$ cat src/core/vipc_defines.svh
// Purpose: Offsets, field positions, reset values and fixed figures of the
//          vectored interrupt priority controller.
// Assumes: Byte offsets on a 32-bit bus, one aligned word per register.
// Notes:   Definitions only; included by bare name.
//
// Operation
// Traps use fixed vectors 1 to 4; alternate table adds 0x100.
// Requests map to two-byte slots; request 65 at 0x000096.
// Seventeen software-visible registers.
// Control one holds nesting disable and trap status flags.
// Control two sets pin edge polarity and alternate table.
// A flag is set by its event and held until software clears it.
// A flag interrupts only while its enable bit is set.
// Each user source has a programmable priority of eight levels.
// A pending interrupt latches its 7-bit vector and 4-bit new level.
// Latched new level equals the reported interrupt's priority.
// Flag, enable and priority bits follow vector table order from bit 0.
// Low CPU level bits are status word bits 7:5, writable.
// The fourth CPU level bit is read-only to software.
// CPU level is the fourth bit above the lower three, 0 to 15.
// CPU level 7 blocks every user interrupt.
// Fourth level bit set blocks user interrupts; only traps remain.
// Nesting disabled ignores writes to the low level bits.
// Select bit 15 set picks the alternate table.
// Nesting disabled stops a new interrupt preempting one in service; the code still lets traps preempt.
// Lower vector number outranks a higher one in natural order.
// Highest programmed level wins; ties go to the lowest request.
// Present only a level above the current CPU level.
`ifndef VIPC_DEFINES_SVH
`define VIPC_DEFINES_SVH

// ****
// Register byte offsets
// ****
`define VIPC_OFF_GCTRL1   8'h00
`define VIPC_OFF_GCTRL2   8'h04
`define VIPC_OFF_FLAG0    8'h08
`define VIPC_OFF_FLAG1    8'h0C
`define VIPC_OFF_EN0      8'h10
`define VIPC_OFF_EN1      8'h14
`define VIPC_OFF_PRIO0    8'h18
`define VIPC_OFF_LATCH    8'h38
`define VIPC_OFF_STATUS   8'h3C
`define VIPC_OFF_CORE     8'h40

// ****
// Field positions
// ****
`define VIPC_BIT_NESTING_DISABLE   15
`define VIPC_BIT_DIV0     6
`define VIPC_BIT_TRAP0    1
`define VIPC_BIT_ALTSEL   15
`define VIPC_BIT_IPL_LO   5
`define VIPC_BIT_PSV      2

// ****
// Sizes, reset values and fixed figures
// ****
`define VIPC_NUM_SRC      32
`define VIPC_NUM_TRAP     4
`define VIPC_NUM_PRIO     8
`define VIPC_STK_DEPTH    8
`define VIPC_USER_VEC0    7'h08
`define VIPC_TRAP_TOP_LVL 4'hE
`define VIPC_SLOT_BASE    24'h00_0004
`define VIPC_ALT_OFFSET   24'h00_0100
`define VIPC_RST_REG16    16'h0000
`define VIPC_IPL_MAX_LO   3'h7
`define VIPC_EXT_SRC0     0
`define VIPC_EXT_SRC1     20
`define VIPC_EXT_SRC2     29

`endif

$ cat src/core/vipc_pkg.sv
// Purpose: Types shared by the interrupt controller and its users.
// Assumes: Nothing beyond SystemVerilog packages.
// Notes:   Constants live in vipc_defines.svh.
`default_nettype none

package vipc_pkg;

    // Bus slave phase tracking
    typedef enum logic [1:0] {
        VIPC_BS_IDLE   = 2'b00,
        VIPC_BS_WRITE  = 2'b01,
        VIPC_BS_RDWAIT = 2'b10,
        VIPC_BS_RDDATA = 2'b11
    } vipc_bus_st_t;

    // Request presented to the processor core
    typedef struct packed {
        logic        req;
        logic [6:0]  vector;
        logic [3:0]  level;
        logic [23:0] addr;
    } vipc_cpu_req_t;

    // Trap event pulses from the core
    typedef struct packed {
        logic osc_fail;
        logic addr_err;
        logic stack_err;
        logic math_err;
        logic div0_err;
    } vipc_trap_evt_t;

endpackage

`default_nettype wire

$ cat src/core/vipc_top.sv
// Purpose: Vectored, prioritised interrupt and trap controller with an AHB-Lite
//          register slave.
// Assumes: Single clock hclk; peripheral and trap events are one-cycle pulses on hclk.
// Notes:   External request pins are asynchronous and pass a three-stage synchroniser.
`include "vipc_defines.svh"
`default_nettype none

module vipc_top (
    // Clock and reset
    input  wire logic                   hclk,
    input  wire logic                   hresetn,
    // AHB-Lite slave
    input  wire logic                   hsel,
    input  wire logic [31:0]            haddr,
    input  wire logic [1:0]             htrans,
    input  wire logic                   hwrite,
    input  wire logic [2:0]             hsize,
    input  wire logic [31:0]            hwdata,
    input  wire logic                   hready,
    output logic                        hreadyout,
    output logic                        hresp,
    output logic [31:0]                 hrdata,
    // Event sources
    input  wire logic [31:0]            periph_evt,
    input  wire logic [2:0]             ext_pin,
    input  wire vipc_pkg::vipc_trap_evt_t trap_evt,
    input  wire logic                   disi_active,
    // Processor core
    input  wire logic                   cpu_ack,
    input  wire logic                   cpu_ret,
    output vipc_pkg::vipc_cpu_req_t     cpu_req,
    output logic [3:0]                  cpu_priority_level
);
    import vipc_pkg::*;

    // ****
    // Declarations
    // ****
    vipc_bus_st_t         bus_st_r;
    vipc_bus_st_t         bus_st_nxt;
    logic [7:0]           addr_r;
    logic                 hit_r;
    logic [31:0]          rdata_r;
    logic                 take;
    logic                 wr_en;
    logic [15:0]          wd;

    logic                 nesting_disable_r;
    logic [3:0]           trap_stat_r;
    logic                 div0_stat_r;
    logic                 alternate_table_select_r;
    logic [2:0]           edge_pol_r;
    logic [31:0]          request_flag_r;
    logic [31:0]          source_enable_r;
    logic [2:0]           prio_r [`VIPC_NUM_SRC];
    logic [6:0]           pending_vector_number_r;
    logic [3:0]           new_level_r;
    logic [2:0]           ipl_lo_r;
    logic                 cpu_priority_top_bit_r;
    logic [8:0]           status_misc_r;
    logic                 psv_r;
    logic [3:0]           trap_pend_r;
    logic [3:0]           stk_r [`VIPC_STK_DEPTH];
    logic [3:0]           sp_r;
    vipc_cpu_req_t        req_r;

    logic [2:0]           pin_s1_r;
    logic [2:0]           pin_s2_r;
    logic [2:0]           pin_s3_r;
    logic [2:0]           pin_edge;
    logic [31:0]          flag_set;

    logic [3:0]           cur_ipl;
    logic                 best_ok;
    logic [3:0]           best_lvl;
    logic [6:0]           best_vec;
    logic                 present;
    logic                 ack_take;
    logic                 ret_take;
    logic                 in_service;
    logic [15:0]          rd_val;

    function automatic logic wsel(input logic [7:0] a, input logic [7:0] off);
        return a == off;
    endfunction

    // ****
    // AHB-Lite slave: writes take no wait state, reads take one
    // ****
    assign take       = hsel && htrans[1] && hready;
    assign wr_en      = (bus_st_r == VIPC_BS_WRITE) && hit_r;
    assign wd         = hwdata[15:0];
    assign hreadyout  = (bus_st_r != VIPC_BS_RDWAIT);
    assign hresp      = 1'b0;
    assign hrdata     = rdata_r;

    always_comb begin
        unique case (bus_st_r)
            VIPC_BS_RDWAIT: bus_st_nxt = VIPC_BS_RDDATA;
            VIPC_BS_IDLE,
            VIPC_BS_WRITE,
            VIPC_BS_RDDATA: begin
                if (take) begin
                    bus_st_nxt = hwrite ? VIPC_BS_WRITE : VIPC_BS_RDWAIT;
                end else begin
                    bus_st_nxt = VIPC_BS_IDLE;
                end
            end
        endcase
    end

    always_ff @(posedge hclk or negedge hresetn) begin
        if (!hresetn) begin
            bus_st_r <= VIPC_BS_IDLE;
        end else begin
            bus_st_r <= bus_st_nxt;
        end
    end

    always_ff @(posedge hclk or negedge hresetn) begin
        if (!hresetn) begin
            addr_r <= 8'h00;
            hit_r  <= 1'b0;
        end else if (take) begin
            addr_r <= haddr[7:0];
            hit_r  <= (haddr[31:8] == 24'h00_0000) && (haddr[1:0] == 2'b00);
        end
    end

    // Read mux; unmapped words read as zero
    always_comb begin
        rd_val = `VIPC_RST_REG16;
        if (hit_r) begin
            unique case (addr_r)
                `VIPC_OFF_GCTRL1: rd_val = {nesting_disable_r, 8'h00, div0_stat_r, 1'b0,
                                            trap_stat_r[0], trap_stat_r[1],
                                            trap_stat_r[2], trap_stat_r[3], 1'b0};
                `VIPC_OFF_GCTRL2: rd_val = {alternate_table_select_r, disi_active,
                                            11'h000, edge_pol_r};
                `VIPC_OFF_FLAG0:  rd_val = request_flag_r[15:0];
                `VIPC_OFF_FLAG1:  rd_val = request_flag_r[31:16];
                `VIPC_OFF_EN0:    rd_val = source_enable_r[15:0];
                `VIPC_OFF_EN1:    rd_val = source_enable_r[31:16];
                `VIPC_OFF_LATCH:  rd_val = {4'h0, new_level_r, 1'b0, pending_vector_number_r};
                `VIPC_OFF_STATUS: rd_val = {7'h00, status_misc_r[8], ipl_lo_r, 1'b0,
                                            status_misc_r[3:0]};
                `VIPC_OFF_CORE:   rd_val = {12'h000, cpu_priority_top_bit_r, psv_r, 2'b00};
                default: begin
                    for (int n = 0; n < `VIPC_NUM_PRIO; n++) begin
                        if (addr_r == 8'(`VIPC_OFF_PRIO0 + 4 * n)) begin
                            rd_val = {1'b0, prio_r[4*n+3], 1'b0, prio_r[4*n+2],
                                      1'b0, prio_r[4*n+1], 1'b0, prio_r[4*n]};
                        end
                    end
                end
            endcase
        end
    end

    always_ff @(posedge hclk or negedge hresetn) begin
        if (!hresetn) begin
            rdata_r <= 32'h0000_0000;
        end else if (bus_st_r == VIPC_BS_RDWAIT) begin
            rdata_r <= {16'h0000, rd_val};
        end
    end

    // ****
    // External request pins: three-stage synchroniser and edge detect
    // ****
    always_ff @(posedge hclk or negedge hresetn) begin
        if (!hresetn) begin
            pin_s1_r <= 3'h0;
            pin_s2_r <= 3'h0;
            pin_s3_r <= 3'h0;
        end else begin
            pin_s1_r <= ext_pin;
            pin_s2_r <= pin_s1_r;
            pin_s3_r <= pin_s2_r;
        end
    end

    // Polarity 1 takes a falling edge, 0 a rising edge
    assign pin_edge = (pin_s2_r ^ pin_s3_r) & (pin_s2_r ^ edge_pol_r);

    always_comb begin
        flag_set                 = periph_evt;
        flag_set[`VIPC_EXT_SRC0] = periph_evt[`VIPC_EXT_SRC0] | pin_edge[0];
        flag_set[`VIPC_EXT_SRC1] = periph_evt[`VIPC_EXT_SRC1] | pin_edge[1];
        flag_set[`VIPC_EXT_SRC2] = periph_evt[`VIPC_EXT_SRC2] | pin_edge[2];
    end

    // ****
    // Global control registers
    // ****
    always_ff @(posedge hclk or negedge hresetn) begin
        if (!hresetn) begin
            nesting_disable_r <= 1'b0;
            trap_stat_r       <= 4'h0;
            div0_stat_r       <= 1'b0;
        end else begin
            if (wr_en && wsel(addr_r, `VIPC_OFF_GCTRL1)) begin
                nesting_disable_r <= wd[`VIPC_BIT_NESTING_DISABLE];
                trap_stat_r <= {wd[`VIPC_BIT_TRAP0], wd[`VIPC_BIT_TRAP0+1],
                                wd[`VIPC_BIT_TRAP0+2], wd[`VIPC_BIT_TRAP0+3]}
                               | {trap_evt.osc_fail, trap_evt.stack_err,
                                  trap_evt.addr_err, trap_evt.math_err};
                div0_stat_r <= wd[`VIPC_BIT_DIV0] | trap_evt.div0_err;
            end else begin
                trap_stat_r <= trap_stat_r | {trap_evt.osc_fail, trap_evt.stack_err,
                                              trap_evt.addr_err, trap_evt.math_err};
                div0_stat_r <= div0_stat_r | trap_evt.div0_err;
            end
        end
    end

    always_ff @(posedge hclk or negedge hresetn) begin
        if (!hresetn) begin
            alternate_table_select_r <= 1'b0;
            edge_pol_r               <= 3'h0;
        end else if (wr_en && wsel(addr_r, `VIPC_OFF_GCTRL2)) begin
            alternate_table_select_r <= wd[`VIPC_BIT_ALTSEL];
            edge_pol_r               <= wd[2:0];
        end
    end

    // ****
    // Source flags, enables and priorities
    // ****
    always_ff @(posedge hclk or negedge hresetn) begin
        if (!hresetn) begin
            request_flag_r <= 32'h0000_0000;
        end else begin
            // Event in the clearing cycle still sets the flag
            if (wr_en && wsel(addr_r, `VIPC_OFF_FLAG0)) begin
                request_flag_r <= {request_flag_r[31:16], wd} | flag_set;
            end else if (wr_en && wsel(addr_r, `VIPC_OFF_FLAG1)) begin
                request_flag_r <= {wd, request_flag_r[15:0]} | flag_set;
            end else begin
                request_flag_r <= request_flag_r | flag_set;
            end
        end
    end

    always_ff @(posedge hclk or negedge hresetn) begin
        if (!hresetn) begin
            source_enable_r <= 32'h0000_0000;
        end else if (wr_en && wsel(addr_r, `VIPC_OFF_EN0)) begin
            source_enable_r[15:0] <= wd;
        end else if (wr_en && wsel(addr_r, `VIPC_OFF_EN1)) begin
            source_enable_r[31:16] <= wd;
        end
    end

    always_ff @(posedge hclk or negedge hresetn) begin
        if (!hresetn) begin
            for (int s = 0; s < `VIPC_NUM_SRC; s++) begin
                prio_r[s] <= 3'h0;
            end
        end else if (wr_en) begin
            for (int n = 0; n < `VIPC_NUM_PRIO; n++) begin
                if (addr_r == 8'(`VIPC_OFF_PRIO0 + 4 * n)) begin
                    for (int j = 0; j < 4; j++) begin
                        prio_r[4*n+j] <= wd[4*j +: 3];
                    end
                end
            end
        end
    end

    // ****
    // Arbitration over traps and user sources
    // ****
    assign cur_ipl            = {cpu_priority_top_bit_r, ipl_lo_r};
    assign cpu_priority_level = cur_ipl;
    assign in_service         = (sp_r != 4'h0);

    always_comb begin
        best_ok  = 1'b0;
        best_lvl = 4'h0;
        best_vec = 7'h00;
        // Descending scan with >= leaves the lowest vector on a tie
        for (int k = `VIPC_NUM_SRC - 1; k >= 0; k--) begin
            if (request_flag_r[k] && source_enable_r[k] &&
                (!best_ok || {1'b0, prio_r[k]} >= best_lvl)) begin
                best_ok  = 1'b1;
                best_lvl = {1'b0, prio_r[k]};
                best_vec = 7'(`VIPC_USER_VEC0 + k);
            end
        end
        for (int t = `VIPC_NUM_TRAP - 1; t >= 0; t--) begin
            if (trap_pend_r[t]) begin
                best_ok  = 1'b1;
                best_lvl = 4'(`VIPC_TRAP_TOP_LVL - t);
                best_vec = 7'(t + 1);
            end
        end
    end

    // User levels never exceed 7, so level 7 or a set top bit masks them
    assign present = best_ok && (best_lvl > cur_ipl) &&
                     (best_lvl[3] || !(nesting_disable_r && in_service));

    always_ff @(posedge hclk or negedge hresetn) begin
        if (!hresetn) begin
            pending_vector_number_r <= 7'h00;
            new_level_r             <= 4'h0;
        end else if (best_ok) begin
            pending_vector_number_r <= best_vec;
            new_level_r             <= best_lvl;
        end
    end

    // ****
    // Request to the core, registered
    // ****
    assign ack_take = cpu_ack && req_r.req;
    assign ret_take = cpu_ret && in_service && !ack_take;
    assign cpu_req  = req_r;

    always_ff @(posedge hclk or negedge hresetn) begin
        if (!hresetn) begin
            req_r <= '0;
        end else begin
            // Drop for one cycle after an ack so the raised level settles
            req_r.req    <= present && !ack_take;
            req_r.vector <= best_vec;
            req_r.level  <= best_lvl;
            req_r.addr   <= (alternate_table_select_r ? `VIPC_ALT_OFFSET : 24'h00_0000)
                            + `VIPC_SLOT_BASE + {16'h0000, best_vec, 1'b0};
        end
    end

    always_ff @(posedge hclk or negedge hresetn) begin
        if (!hresetn) begin
            trap_pend_r <= 4'h0;
        end else begin
            for (int t = 0; t < `VIPC_NUM_TRAP; t++) begin
                if (ack_take && req_r.vector == 7'(t + 1)) begin
                    trap_pend_r[t] <= 1'b0;
                end
            end
            // A new trap event wins over the clear by the ack
            if (trap_evt.osc_fail)  trap_pend_r[0] <= 1'b1;
            if (trap_evt.addr_err)  trap_pend_r[1] <= 1'b1;
            if (trap_evt.stack_err) trap_pend_r[2] <= 1'b1;
            if (trap_evt.math_err)  trap_pend_r[3] <= 1'b1;
        end
    end

    // ****
    // CPU priority level, level stack and status words
    // ****
    always_ff @(posedge hclk or negedge hresetn) begin
        if (!hresetn) begin
            ipl_lo_r               <= 3'h0;
            cpu_priority_top_bit_r <= 1'b0;
        end else if (ack_take) begin
            cpu_priority_top_bit_r <= req_r.level[3];
            ipl_lo_r <= (nesting_disable_r && !req_r.level[3]) ?
                        `VIPC_IPL_MAX_LO : req_r.level[2:0];
        end else if (ret_take) begin
            cpu_priority_top_bit_r <= stk_r[3'(sp_r - 4'h1)][3];
            ipl_lo_r               <= stk_r[3'(sp_r - 4'h1)][2:0];
        end else if (wr_en && wsel(addr_r, `VIPC_OFF_STATUS) && !nesting_disable_r) begin
            ipl_lo_r <= wd[`VIPC_BIT_IPL_LO +: 3];
        end
        // Top bit has no software write path at all
    end

    always_ff @(posedge hclk or negedge hresetn) begin
        if (!hresetn) begin
            sp_r <= 4'h0;
            for (int d = 0; d < `VIPC_STK_DEPTH; d++) begin
                stk_r[d] <= 4'h0;
            end
        end else if (ack_take && sp_r != 4'(`VIPC_STK_DEPTH)) begin
            stk_r[3'(sp_r)] <= cur_ipl;
            sp_r            <= sp_r + 4'h1;
        end else if (ret_take) begin
            sp_r <= sp_r - 4'h1;
        end
    end

    always_ff @(posedge hclk or negedge hresetn) begin
        if (!hresetn) begin
            status_misc_r <= 9'h000;
            psv_r         <= 1'b0;
        end else begin
            if (wr_en && wsel(addr_r, `VIPC_OFF_STATUS)) begin
                status_misc_r <= {wd[8], 4'h0, wd[3:0]};
            end
            if (wr_en && wsel(addr_r, `VIPC_OFF_CORE)) begin
                psv_r <= wd[`VIPC_BIT_PSV];
            end
        end
    end

    // hsize is accepted but only whole-word writes are meaningful
    logic unused_ok;
    assign unused_ok = &{1'b0, hsize, hwdata[31:16], status_misc_r[7:4]};

endmodule

`default_nettype wire

$ cat config.mk
export PLATFORM = sky130hd
export DESIGN_NAME = vipc_top
export DESIGN_NICKNAME = d
export VERILOG_FILES = /design/src/core/vipc_pkg.sv /design/src/core/vipc_top.sv
export VERILOG_INCLUDE_DIRS = /design/src /design/src/core
export SDC_FILE = /design/constraint.sdc
export NUM_CORES = 1
export LEC_CHECK = 0
export BUFFER_PORTS_ARGS = -buffer_cell sky130_fd_sc_hd__buf_2
export CAP_MARGIN = 20
export CORE_UTILIZATION = 40
export CTS_BUF_LIST = sky130_fd_sc_hd__clkbuf_4 sky130_fd_sc_hd__clkbuf_8
export DETAILED_ROUTE_END_ITERATION = 16
export HOLD_SLACK_MARGIN = 0.03
export SLEW_MARGIN = 20
export SYNTH_ARGS = -nofsm -noshare
export SYNTH_HDL_FRONTEND = slang
export SYNTH_SLANG_ARGS = --single-unit
$ cat constraint.sdc
create_clock -name hclk -period 91.8 [get_ports hclk]
set_input_delay 4.59 -clock hclk [delete_from_list [all_inputs] [get_ports hclk]]
set_output_delay 4.59 -clock hclk [all_outputs]
set_load 0.02 [all_outputs]
==> results.cfg, run 1 <==
[status]
run_status = finished, final reports clean

[grt]
grt_start_max_net_pins = 164
grt_pass1_vias = 14400
antenna_found_initial = 3
overflow = 0
grt.total_usage = 0.278
grt_pass1_wl_um = 92000

[floorplan]
num_io_pins = 191
initial_core_util = 0.408
fp.dieH_um = 212
die_x_um = 212
die_area_um2 = 44900
core_um2 = 43300
placementRows = 76

[placed_design]
dp.final_hpwl_um = 46400
globalplace.congestion = 0.954
port_buffers = 136

[synth]
syn_area_per_cell_um2 = 9.65
synth_top_area_cell = dfrtp_1
synth.ff_latch_count = 284
synth_cell_types = 79
netlist_area_um2 = 17600
syn_inst = 1828
synth_top_area_frac = 0.403
yosysSeqAreaShare = 0.403
ys_top_cells_by_area = dfrtp_1 (40%), mux2_2 (12%), ha_1 (7.1%)
synthFlopType = dfrtp_1
yosysWarnings = 0
synth_edf_count = 0
async_flop_share = 1.00

[detailed_routing]
post-route-drc-count = 0
post_drt_wl_per_cell_um = 24.1
first_pass_iters = 5
ant_nets = 0
vias = 15300
vias_per_cell = 5.95
totalWireLength_um = 62200
dr.first_iter.drc_count = 1490

[sta]
grt_setup_unrepaired = false
tns_ns = 0
hold_viol = 0
hold_ws_ns = 0.351
setup_viol = 0
period_share = 0.576
relSlewSlack = 0.238
worst_pin_slew_ns = 1.14
drv_slew = 0
fmax_ghz = 0.0189
period_needed_ns = 52.85
finalClockSkew_ns = 0.0332

[flow_run]
maxCapViolations = 0

[clocking]
clk_pin_slew_worst_paths_ns = 0.06
cts_sinks = 284
clockBufferDepth = 3
cts-hold-fix-buffers = 0
cts_resized = 0
root_buffer = clkbuf_8
postCtsSetupRepairBufs = 0
numCtsBuffers = 50
h-tree-depth = 2
clk_latency_ns = 0.66
cts_tree = yes

[layout]
nNetsFinal = 2177
drive_above_1_share = 0.229
fillers = 4214
seq_area_um2 = 7110
multi_input_area_um2 = 9880
final_common_cell = dfrtp_1
syn2layout_area_growth_pct = 12.9
mostFrequentLayoutCells = dfrtp_1 (284), nand2_1 (241), mux2_2 (184)
antenna_cells = 0

[min_path]
min_path_cells = 0
hp-class = reg2reg
holdPathEnd = pin_s2_r[1]
worstHoldStart = pin_s1_r[1]

[setup_path]
crit_fanout = 13
crit_required_ns = 92.34
reg2regPathDepth = 225
arrival_ns = 53.39
criticalPathCategory = reg2reg
r2r-start = request_flag_r[31]
max_stage_delay_ns = 0.75
slowest_stage = a21oi_1
worstSetupEndpointType = flop
cp-start-kind = flop
worst-r2r-setup-slack_ns = 38.95
rr_endpoint = cpu_req[35]
cp-startpoint = request_flag_r[31]
worst max-delay path by stage:
| stage | endpoint | cells past startpoint |
|---|---|---|
| 2_1_floorplan | cpu_req[35] | 230 |
| 3_3_place_gp | cpu_req[35] | 224 |
| 3_5_place_dp | cpu_req[35] | 221 |
| 4_1_cts | cpu_req[35] | 221 |
| 5_1_grt | cpu_req[35] | 226 |
| 6_report | cpu_req[35] | 225 |
per-stage QoR:
step                      setup WS [ns]  std cells  utilization  area, um^2
after floorplan                   47.33       1862            -       17800
after global placement            38.99       2492        0.434       18800
after detailed placement          38.46       2492        0.434       18800
after CTS                         38.23       2580        0.460       19900
after global routing              34.53       2581        0.460       19900
final                             38.95       2581        0.460       19900
cells in the mapped netlist, drive strengths merged (5+ instances only):
| library cell | count |
|---|---|
| a211o | 9 |
| a211oi | 8 |
| a21boi | 5 |
| a21o | 45 |
| a21oi | 92 |
| a221oi | 13 |
| a222oi | 11 |
| a22o | 10 |
| a22oi | 51 |
| a311oi | 5 |
| a31oi | 32 |
| a41oi | 6 |
| and2 | 19 |
| and3 | 8 |
| buf | 48 |
| clkbuf | 57 |
| dfrtp | 284 |
| ha | 100 |
| inv | 73 |
| mux2 | 184 |
| mux2i | 21 |
| mux4 | 8 |
| nand2 | 241 |
| nand2b | 42 |
| nand3 | 44 |
| nand3b | 35 |
| nand4 | 16 |
| nor2 | 105 |
| nor2b | 17 |
| nor3 | 19 |
| nor3b | 7 |
| nor4 | 13 |
| o211ai | 5 |
| o21a | 16 |
| o21ai | 91 |
| o22ai | 6 |
| o311ai | 6 |
| o31ai | 8 |
| or2 | 8 |
| or3 | 5 |
registers in the layout, summed over array words and instances (netlist names), 5 cells and up:
name / count
prio_r: 96
addr_r: 8
stk_r: 32
cpu_req: 18
request_flag_r: 32
pending_vector_number_r: 6
status_misc_r: 5
hrdata: 16
source_enable_r: 32
routing by layer:
layer	track usage	up-vias	share of wire
met5	0	-	0
met4	0.127	0	0.045
met3	0.0439	151	0.073
met2	0.434	707	0.45
met1	0.379	7588	0.43
li1	-	6900	-
cells by family after synthesis:
logic type      count (synthesis)  synth area share
simple gates                  590             0.161
compound gates                457             0.177
flops                         284             0.403
mux                           213             0.140
buf+inv                       178            0.0462
fa+ha+maj                     100            0.0709
xor+xnor                        5           0.00248
other cells                     1          0.000213
worst max-delay path: cells and delay by family (launching register included):
kind | cells | cell delay, ns
multiplexers | 5 | 1.69
flip-flops | 1 | 0.51
AO/OA/AOI/OAI | 118 | 31.44
buffers and inverters | 16 | 1.90
AND/OR/NAND/NOR | 54 | 8.71
adder cells (fa/ha/maj) | 32 | 8.45
layout make-up:
class                           instances  share of cell area
Inverter                               73              0.0138
Sequential cell                       284               0.357
Multi-Input combinational cell       1400               0.496
Clock buffer                           78              0.0508
Tap cell                              585              0.0368
Timing Repair Buffer                  151              0.0408
Clock inverter                         10             0.00509
Power of run 1 is not shown: default switching activity piles up to over one toggle a cycle in this logic, so the estimate is an artifact.
==> run 2: changes to the inputs <==
Clock period 91.8 ns to 50.9 ns, I/O delays scaled along.
==> results.cfg, run 2 (synthesis results as in run 1) <==
[min_path]
min_path_cells = 0
hp-class = reg2reg
worstHoldStart = pin_s1_r[1]
holdPathEnd = pin_s2_r[1]

[status]
run_status = finished, final reports clean

[detailed_routing]
top_layer = met4
vias_per_cell = 5.81
first_pass_iters = 7
wl_met2_um = 28500
met1_length_um = 27400
wl_met3_um = 4800
post_drt_wl_per_cell_um = 23.5
post-route-drc-count = 0
dr.first_iter.drc_count = 1584
vias = 15600
ant_nets = 0
totalWireLength_um = 62900

[clocking]
h-tree-depth = 2
clk_latency_ns = 0.66
cts_tree = yes
clk_pin_slew_worst_paths_ns = 0.06
clockBufferDepth = 3
numCtsBuffers = 53
cts-hold-fix-buffers = 0
cts_sinks = 284
root_buffer = clkbuf_8

[sta]
period_share = 0.930
fmax_ghz = 0.0211
hold_viol = 0
hold_ws_ns = 0.355
period_needed_ns = 47.31
grt_setup_unrepaired = false
finalClockSkew_ns = 0.0184
relSlewSlack = 0.155
worst_pin_slew_ns = 1.27
tns_ns = 0
drv_slew = 0
setup_viol = 0

[setup_path]
r2r-start = source_enable_r[31]
arrival_ns = 47.86
crit_required_ns = 51.45
reg2regPathDepth = 231
worst-r2r-setup-slack_ns = 3.59
rr_endpoint = cpu_req[35]
max_stage_delay_ns = 0.50
crit_fanout = 12
path_common_cell = ha_1
worstSetupEndpointType = flop
cp-start-kind = flop
slowest_stage = dfrtp_1
criticalPathCategory = reg2reg

[floorplan]
fp.dieH_um = 212
die_area_um2 = 44900
die_x_um = 212
initial_core_util = 0.408
placementRows = 76
core_um2 = 43300
num_io_pins = 191

[layout]
nNetsFinal = 2266
top_register = prio_r
syn2layout_area_growth_pct = 17.9
final_cells = 2677
final_util = 0.481
largest_reg_flops = 96
final_common_cell = dfrtp_1
fillers = 4110
mostFrequentLayoutCells = dfrtp_1 (283), nand2_1 (241), mux2_2 (184)
drive_above_1_share = 0.273

[flow_run]
maxCapViolations = 0

[placed_design]
globalplace.congestion = 0.942
dpl.cell_count = 2577
dp.final_hpwl_um = 47000
port_buffers = 136

[grt]
grt_pass1_vias = 14900
antenna_found_initial = 0
grt.total_usage = 0.279
grt_pass1_wl_um = 92600
overflow = 0
grt_start_max_net_pins = 78
-- run 2: cell types whose count changed in the layout (fill, tap and decap cells not counted), sizes merged --
cell and change:
clkinvlp +4, clkinv -3, bufinv +4, buf +87
diode +1, clkbuf +3
-- run 2: worst max path at each step --
stage,startpoint,endpoint,cells past startpoint,slack (ns)
after floorplan,source_enable_r[31],cpu_req[35],230,6.43
after global placement,request_flag_r[31],cpu_req[35],229,2.67
after detailed placement,request_flag_r[31],cpu_req[35],229,2.40
after CTS,request_flag_r[31],cpu_req[35],229,2.09
after global routing,source_enable_r[31],cpu_req[35],231,0.04
final,source_enable_r[31],cpu_req[35],231,3.59
-- run 2: cell type report --
cell class                      instances  area, um^2  share of cell area
Clock buffer                           82        1030              0.0495
Clock inverter                         15         228              0.0110
Tap cell                              585         732              0.0352
Inverter                               73         274              0.0132
Timing Repair Buffer                  237        1450              0.0697
Antenna cell                            1        2.50            0.000120
Multi-Input combinational cell       1400        9970               0.480
Sequential cell                       284        7110               0.342
-- run 2: metrics by stage --
| stage | setup WS (ns) | instance area (um^2) |
|---|---|---|
| after floorplan | 6.43 | 17800 |
| after global placement | 2.67 | 19400 |
| after detailed placement | 2.40 | 19400 |
| after CTS | 2.09 | 20700 |
| after global routing | 0.0434 | 20800 |
| final | 3.59 | 20800 |
-- run 2: critical path, delay by kind of cell (launching register included) --
family	cells	cell delay (ns)
flip-flops	1	0.50
AND/OR/NAND/NOR	58	9.07
multiplexers	8	2.47
adder cells (fa/ha/maj)	32	8.46
AO/OA/AOI/OAI	114	24.05
buffers and inverters	19	2.55
-- run 2: metal layers --
metal,track usage,vias to the layer above
met5,0,-
met4,0.105,0
met3,0.0555,132
met2,0.442,700
met1,0.376,7653
li1,-,7079
-- run 2: what timing repair did --
action | in CTS | in global routing
setup endpoints to repair | 0 | 24
endpoints found under the hold margin | 0 | 0
resized for setup | 0 | 23
setup buffers | 0 | 2
Power of run 2 is left out for the same reason.
